$ cat src/shared/pac_pkg.sv
package pac_pkg;
  // APB byte addresses of the configuration, status and integration count words.
  localparam logic [7:0] CFG_ADDR = 8'h00;
  localparam logic [7:0] STAT_ADDR = 8'h04;
  localparam logic [7:0] CNT_ADDR = 8'h08;
  // Field layout of the configuration word.
  localparam int DCREF_LSB = 0;
  localparam int DCREF_W = 7;
  localparam int DUAL_OUT_BIT = 7;
  localparam logic [6:0] DCREF_RESET = 7'h00;
  localparam logic DUAL_OUT_RESET = 1'b0;
  // Status word bit positions.
  localparam int ST_RESET = 0;
  localparam int ST_PARTIAL = 1;
  localparam int ST_PRECH = 2;
  localparam int ST_SAMPLE = 3;
  localparam int ST_BOOST = 4;
  localparam int ST_FULLLVL = 5;
  localparam int ST_INTEG = 6;
  localparam int ST_FLUSHED = 7;
  // Shift register flush lengths.
  localparam int COLFLUSH = 1024;
  localparam int ROWFLUSH = 2048;
  localparam int FLUSHW = 12;
  // Reset supply selection.
  typedef enum logic [1:0] {PAC_RST_NONE, PAC_RST_PARTIAL, PAC_RST_FULL} pac_rstsel_e;
endpackage

$ cat src/design/pac_pixel_array_control.sv
`timescale 1ns/100ps
module pac_pixel_array_control (
  // Clock and reset
  input wire logic mclk,
  input wire logic srst,
  // APB slave
  input wire logic psel,
  input wire logic penable,
  input wire logic pwrite,
  input wire logic [7:0] paddr,
  input wire logic [31:0] pwdata,
  output logic [31:0] prdata,
  output logic pready,
  output logic pslverr,
  // Control pins from the camera controller
  input wire logic fullResetCtrl,
  input wire logic partial_reset_ctrl,
  input wire logic prechargeCtrlN,
  input wire logic sampleCtrlN,
  input wire logic storage_boost_ctrl,
  input wire logic colClk,
  input wire logic rowClk,
  // Internal pixel drives
  output logic pixelReset,
  output logic fullLevelSel,
  output logic partial_reset_supply,
  output logic storageHigh,
  output logic sfLoad,
  output logic sampleXfer,
  output logic integrating,
  // Output stage configuration and flush status
  output logic [6:0] dcRefLevel,
  output logic dualOutput,
  output logic flushDone
);
  logic [6:0] pinSync;
  logic fullRst;
  logic partRst;
  logic prechOn;
  logic sampleOn;
  logic boostHigh;
  logic colSync;
  logic rowSync;
  logic colPrev_q;
  logic rowPrev_q;
  logic [pac_pkg::FLUSHW:0] colCnt_q;
  logic [pac_pkg::FLUSHW:0] rowCnt_q;
  logic [pac_pkg::FLUSHW:0] colCnt_d;
  logic [pac_pkg::FLUSHW:0] rowCnt_d;
  logic [31:0] integCnt_q;
  logic [31:0] lastInteg_q;
  logic [6:0] dcRef_q;
  logic dualOut_q;
  pac_pkg::pac_rstsel_e rstSel;
  logic access;
  logic [31:0] statusWord;

  // All control pins come from another chip, so they cross two flops first.
  pac_sync #(.W(7)) u_sync (
    .mclk(mclk),
    .srst(srst),
    .async({fullResetCtrl, partial_reset_ctrl, prechargeCtrlN, sampleCtrlN,
      storage_boost_ctrl, colClk, rowClk}),
    .synced(pinSync)
  );

  assign fullRst = pinSync[6];
  assign partRst = pinSync[5];
  assign prechOn = ~pinSync[4];
  assign sampleOn = ~pinSync[3];
  // Boost is active high at the pin; the offset is high when the pin reads one.
  assign boostHigh = pinSync[2];
  assign colSync = pinSync[1];
  assign rowSync = pinSync[0];

  // Full reset dominates so a partial pulse never lowers a full reset.
  always_comb
  begin
    if (fullRst)
    begin
      rstSel = pac_pkg::PAC_RST_FULL;
    end
    else if (partRst)
    begin
      rstSel = pac_pkg::PAC_RST_PARTIAL;
    end
    else
    begin
      rstSel = pac_pkg::PAC_RST_NONE;
    end
  end

  always_ff @(posedge mclk)
  begin
    if (srst)
    begin
      pixelReset <= 1'b0;
      fullLevelSel <= 1'b0;
      partial_reset_supply <= 1'b0;
    end
    else
    begin
      pixelReset <= (rstSel != pac_pkg::PAC_RST_NONE);
      fullLevelSel <= (rstSel == pac_pkg::PAC_RST_FULL);
      partial_reset_supply <= (rstSel == pac_pkg::PAC_RST_PARTIAL);
    end
  end

  always_ff @(posedge mclk)
  begin
    if (srst)
    begin
      storageHigh <= 1'b0;
      sfLoad <= 1'b0;
      sampleXfer <= 1'b0;
    end
    else
    begin
      storageHigh <= boostHigh;
      sfLoad <= prechOn;
      sampleXfer <= sampleOn;
    end
  end

  // Integration starts when full reset releases and ends at the sample rise.
  always_ff @(posedge mclk)
  begin
    if (srst)
    begin
      integrating <= 1'b0;
      integCnt_q <= '0;
      lastInteg_q <= '0;
    end
    else if (fullRst)
    begin
      integrating <= 1'b0;
      integCnt_q <= '0;
    end
    else if (pixelReset && fullLevelSel)
    begin
      integrating <= 1'b1;
      // Starts at one so the count covers every cycle from release up to the sample edge.
      integCnt_q <= 32'h1;
    end
    else if (integrating && sampleOn)
    begin
      integrating <= 1'b0;
      lastInteg_q <= integCnt_q;
    end
    else if (integrating && integCnt_q != '1)
    begin
      integCnt_q <= integCnt_q + 32'h1;
    end
  end

  // Counts the flush clocks; saturates so the flag stays set.
  always_comb
  begin
    colCnt_d = colCnt_q;
    rowCnt_d = rowCnt_q;
    if (colSync && !colPrev_q && colCnt_q < (pac_pkg::FLUSHW+1)'(pac_pkg::COLFLUSH))
    begin
      colCnt_d = colCnt_q + {{pac_pkg::FLUSHW{1'b0}}, 1'b1};
    end
    if (rowSync && !rowPrev_q && rowCnt_q < (pac_pkg::FLUSHW+1)'(pac_pkg::ROWFLUSH))
    begin
      rowCnt_d = rowCnt_q + {{pac_pkg::FLUSHW{1'b0}}, 1'b1};
    end
  end

  always_ff @(posedge mclk)
  begin
    if (srst)
    begin
      colPrev_q <= 1'b0;
      rowPrev_q <= 1'b0;
      colCnt_q <= '0;
      rowCnt_q <= '0;
      flushDone <= 1'b0;
    end
    else
    begin
      colPrev_q <= colSync;
      rowPrev_q <= rowSync;
      colCnt_q <= colCnt_d;
      rowCnt_q <= rowCnt_d;
      flushDone <= (colCnt_d == (pac_pkg::FLUSHW+1)'(pac_pkg::COLFLUSH)) &&
        (rowCnt_d == (pac_pkg::FLUSHW+1)'(pac_pkg::ROWFLUSH));
    end
  end

  // APB: zero wait states, writes take effect on the access cycle.
  assign access = psel && penable;

  always_ff @(posedge mclk)
  begin
    if (srst)
    begin
      dcRef_q <= pac_pkg::DCREF_RESET;
      dualOut_q <= pac_pkg::DUAL_OUT_RESET;
    end
    else if (access && pwrite && paddr == pac_pkg::CFG_ADDR)
    begin
      dcRef_q <= pwdata[pac_pkg::DCREF_LSB +: pac_pkg::DCREF_W];
      dualOut_q <= pwdata[pac_pkg::DUAL_OUT_BIT];
    end
  end

  always_ff @(posedge mclk)
  begin
    if (srst)
    begin
      dcRefLevel <= pac_pkg::DCREF_RESET;
      dualOutput <= pac_pkg::DUAL_OUT_RESET;
    end
    else
    begin
      dcRefLevel <= dcRef_q;
      dualOutput <= dualOut_q;
    end
  end

  always_comb
  begin
    statusWord = '0;
    statusWord[pac_pkg::ST_RESET] = pixelReset;
    statusWord[pac_pkg::ST_PARTIAL] = partial_reset_supply;
    statusWord[pac_pkg::ST_PRECH] = sfLoad;
    statusWord[pac_pkg::ST_SAMPLE] = sampleXfer;
    statusWord[pac_pkg::ST_BOOST] = storageHigh;
    statusWord[pac_pkg::ST_FULLLVL] = fullLevelSel;
    statusWord[pac_pkg::ST_INTEG] = integrating;
    statusWord[pac_pkg::ST_FLUSHED] = flushDone;
  end

  always_ff @(posedge mclk)
  begin
    if (srst)
    begin
      prdata <= '0;
      pready <= 1'b0;
      pslverr <= 1'b0;
    end
    else
    begin
      pready <= psel && !penable;
      pslverr <= 1'b0;
      prdata <= '0;
      if (psel && !penable)
      begin
        if (paddr == pac_pkg::CFG_ADDR)
        begin
          prdata <= {24'h000000, dualOut_q, dcRef_q};
        end
        else if (paddr == pac_pkg::STAT_ADDR)
        begin
          prdata <= statusWord;
        end
        else if (paddr == pac_pkg::CNT_ADDR)
        begin
          prdata <= lastInteg_q;
        end
        else
        begin
          pslverr <= 1'b1;
        end
      end
    end
  end

  a_full_priority: assert property (@(posedge mclk) disable iff (srst)
    fullRst && partRst |=> pixelReset && fullLevelSel && !partial_reset_supply)
    else $error("full reset did not win over partial reset");
  a_partial_level: assert property (@(posedge mclk) disable iff (srst)
    !fullRst && partRst |=> partial_reset_supply && !fullLevelSel)
    else $error("partial reset level not selected");
  a_boost_level: assert property (@(posedge mclk) disable iff (srst)
    $changed(boostHigh) |=> storageHigh == $past(boostHigh))
    else $error("storage offset level does not follow boost input");
  a_precharge_load: assert property (@(posedge mclk) disable iff (srst)
    prechOn |=> sfLoad)
    else $error("source follower not loaded during precharge");
  a_sample_xfer: assert property (@(posedge mclk) disable iff (srst)
    !sampleOn |=> !sampleXfer)
    else $error("sample transfer active without sample");
  a_reset_hold: assert property (@(posedge mclk) disable iff (srst)
    fullRst |=> !integrating ##1 (!fullRst || !integrating))
    else $error("integrating while full reset held");
  a_integ_start: assert property (@(posedge mclk) disable iff (srst)
    $fell(fullRst) && !partRst && !sampleOn |=> integrating)
    else $error("integration did not start on reset release");
  a_integ_end: assert property (@(posedge mclk) disable iff (srst)
    integrating && sampleOn && !fullRst |=> !integrating)
    else $error("integration did not end at sample");
  a_dcref_write: assert property (@(posedge mclk) disable iff (srst)
    access && pwrite && paddr == pac_pkg::CFG_ADDR |=> ##1 dcRefLevel == $past(pwdata[6:0], 2))
    else $error("dc reference word not applied");
  a_dual_write: assert property (@(posedge mclk) disable iff (srst)
    access && pwrite && paddr == pac_pkg::CFG_ADDR |=> ##1 dualOutput == $past(pwdata[7], 2))
    else $error("output stage select not applied");
endmodule

$ cat src/design/pac_sync.sv
`timescale 1ns/100ps
// Two-stage synchroniser for a bundle of pin levels.
module pac_sync #(
  parameter int W = 1
) (
  // Clock and reset
  input wire logic mclk,
  input wire logic srst,
  // Data
  input wire logic [W-1:0] async,
  output logic [W-1:0] synced
);
  logic [W-1:0] meta_q;

  always_ff @(posedge mclk)
  begin
    if (srst)
    begin
      meta_q <= '0;
      synced <= '0;
    end
    else
    begin
      meta_q <= async;
      synced <= meta_q;
    end
  end
endmodule

$ cat config.mk
export PLATFORM = sky130hd
export DESIGN_NAME = pac_pixel_array_control
export DESIGN_NICKNAME = d
export VERILOG_FILES = /design/src/shared/pac_pkg.sv /design/src/design/pac_pixel_array_control.sv /design/src/design/pac_sync.sv
export SDC_FILE = /design/constraint.sdc
export NUM_CORES = 1
export LEC_CHECK = 0
export BUFFER_PORTS_ARGS = -buffer_cell sky130_fd_sc_hd__buf_4
export CAP_MARGIN = 5
export CORE_ASPECT_RATIO = 1.2
export CORE_UTILIZATION = 51
export DETAILED_ROUTE_END_ITERATION = 12
export PLACE_DENSITY_LB_ADDON = 0.3
export SETUP_SLACK_MARGIN = 0.15
export SYNTH_ARGS = -nofsm -noshare
export SYNTH_HDL_FRONTEND = slang
export SYNTH_SLANG_ARGS = --single-unit
export TNS_END_PERCENT = 20
$ cat constraint.sdc
create_clock -name mclk -period 2.27 [get_ports mclk]
set_input_delay 0.3405 -clock mclk [delete_from_list [all_inputs] [get_ports mclk]]
set_output_delay 0.3405 -clock mclk [all_outputs]
set_load 0.005 [all_outputs]
==> metrics.txt <==
status finished clean; part of the cycle the worst path needs 92.21%; Hold Crit Start penable; required time worst endpoint 2.61 ns; Starting Density 52.73%; Lkg Pwr 0.003028 uW; synthesized area per cell between 8 and 9 um2; Setup Viol. Count Final 0; H-tree levels 4; post-synth top area share 51.18%; WL final 13630 um; post-synth top area cell dfxtp_1; ordered list of cells on the worst path or4b_4 -> or4_1 -> a21oi_2 -> o221ai_1 -> nor4b_2; Placer Congestion 0.8626; drt drc 0; root buffer cell clkbuf_16; Synthesized Nets 773; worst setup margin ~0.18 ns; vias in the first global route 5091; Multi-input gate area 0.002987 mm2; pre-CTS WS -0.04828 ns; Seq. cell area 0.003283 mm2; # port buffers 77; Max-slew headroom a little over half; clock-pin slew on the worst setup and hold paths 0.07 ns; Cells after Synth 718; Initial DRC Count 222; Synth async-reset ratio 0%; R2R depth 5; Sink Count 164; DRT antenna net count 0; Slew Limit Fails 0; Synth top cells by count dfxtp_1, nand2_1, nor2_1, a21oi_1, nor2b_1; fin cells 964; Pre-Repair DR Iteration Count 5; largest net degree at the start of global routing 64; mapped cell area 0.006415 mm2; Final min period 2.093 ns; average wire per standard cell 14.14 um; Max IR drop VDD 0.4036 mV; die area around 0.013 mm2; placed cell count between 900 and 1000; top area cells in the synthesized netlist dfxtp_1, nand2_1, a21oi_1, nor2_1, nor2b_1; setup TNS 0 ns; Overall Global Routing Usage 21.71%; RSZ-0062 raised after global routing true; CP Max Fanout 4; Die W 104.4 um; HP Class primary input to flip-flop; synthesis-stage register bit count 164; Overall Power 5931 uW; top-count cell post-synth dfxtp_1; sequential area share after synthesis 51.18%; global route overflow 0; first-pass GRT wire length 22870 um; Worst Path Buf+Inv 0; io pins 102; CTS tree yes; Worst-Margin Slew 0.6649 ns; Crit-path slowest cell or4b_4; routed via count approximately 5300; EDFF count, synth 0; layout cells sized above 1 18.31%; hold path cells 2; die height 124.9 um; Antenna diodes 0; critical path depth in cells 5; antenna violations before repair 0; r2r endpoint flushDone; final hold vios 0; PwrDens 757.3 mW/mm2; Core Util, Final roughly 64%; slowest stage delay, CP between 0.5 and 0.6 ns; Max Clock Freq 477.7 MHz; CTS max path bufs 2; Worst setup EP type flip-flop; Maximum Capacitance Violations 0; crit-path leading delay family simple AND/OR/NAND/NOR gates; std cell rows 44; start of the worst register-to-register path rowCnt_q[11]; CP startpoint kind flip-flop; Area growth, synth to finish 22.10%; YS warnings 0; R2R setup slack 0.18 ns; Core Area 0.01217 mm2; Min-Delay Endpoint pready; FILL cells 993; CP Data Arrival Time 2.43 ns; Synth Flop Type dfxtp_1; Vias/cell 5.495; CTS buffer count 17; Netlist cell types 52; Critical Setup Path Class flip-flop to flip-flop; worst-skew pair later-pin latency around 0.42 ns; nets 845; DP Wirelength 9207 um; worst clock skew between 0.007 and 0.008 ns
[power breakdown]
part,leakage [uW],switching [uW],internal [uW],total (uW)
Clock,0.000284,1210,1650,2860
Sequential,0.00133,13.6,2900,2910
Combinational,0.00142,86.5,76.5,163
[registers in the layout, indices dropped and copies added, names as in the netlist, 7 cells and up]
register / flops
colCnt_q: 13
u_sync.meta_q: 7
u_sync.synced: 7
rowCnt_q: 13
integCnt_q: 32
dcRefLevel: 7
lastInteg_q: 32
prdata: 32
dcRef_q: 7
[routing by layer]
| metal | wire (um) | track usage, % | share of wire (%) | vias up |
|---|---|---|---|---|
| met2 | 7103 | 38.80 | 52 | 107 |
| met4 | 387 | 10.50 | 2.8 | 0 |
| met5 | 0 | 0 | 0 | - |
| met3 | 463 | 5.233 | 3.4 | 30 |
| met1 | 5680 | 23.84 | 42 | 2535 |
| li1 | - | - | - | 2625 |
[cell families after synthesis]
kind of cell               after synthesis  synth area share [%]
and+or+nand+nor                        349                 28.81
DFF                                    164                 51.18
AOI/OAI and AO/OA                      114                 11.04
buffers and inverters                   52                 3.238
xor gates and xnor gates                24                 3.277
muxes                                   12                 1.873
adders and majority gates                3                0.5852
[timing repair]
action / in CTS / in global routing
pin swaps: 1 / 0
hold buffers: 0 / 0
setup endpoints to repair: 11 / 24
gates resized for setup: 1 / 11
setup buffers: 1 / 0
[placed cells by master (no fill, tap or decap), types with 4 or more instances in the layout]
master | Yosys | routed
nand2_1 | 98 | 98
mux2i_1 | 12 | 12
nor3_1 | 6 | 6
a31oi_1 | 10 | 9
nor2_1 | 63 | 63
nor2b_1 | 37 | 37
xnor2_1 | 18 | 18
a41o_1 | 5 | 5
clkbuf_16 | 0 | 17
and3_1 | 11 | 11
buf_4 | 0 | 95
and4_1 | 8 | 8
a211oi_1 | 4 | 4
and2_1 | 30 | 29
nand4_1 | 18 | 18
nand2b_1 | 11 | 11
inv_6 | 0 | 6
inv_1 | 9 | 9
xor2_1 | 6 | 6
a21oi_1 | 52 | 51
or3_1 | 17 | 17
or4_1 | 8 | 7
o21ai_0 | 16 | 16
nand3_1 | 20 | 19
dfxtp_1 | 164 | 164
a2111oi_0 | 10 | 9
[through the flow]
stage / cell area [um2] / hold WS [ns]
after global routing: 7833 / 0.1100
after CTS: 7780 / 0.09860
after detailed placement: 7172 / 0.3751
final: 7833 / 0.1114
after global placement: 7172 / 0.3634
after floorplan: 6425 / 0.3627
[final cells by class]
type	instances	area share (%)
multi-input combinational	502	38.13
clock inverter	15	2.157
tap	161	2.572
inverter	9	0.4313
timing repair buffer	96	9.361
clock buffer	17	5.431
sequential	164	41.92
[how the worst max path moves through the flow]
stage / slack [ns] / from / to
2_1_floorplan: 0.08 / paddr[7] / dcRef_q[0]
3_3_place_gp: -0.009 / paddr[7] / dcRef_q[3]
3_5_place_dp: -0.05 / paddr[7] / dcRef_q[4]
4_1_cts: 0.13 / rowCnt_q[11] / flushDone
5_1_grt: 0.08 / integCnt_q[20] / integCnt_q[26]
6_report: 0.18 / rowCnt_q[11] / flushDone
Power figures use the tool's default switching activity.
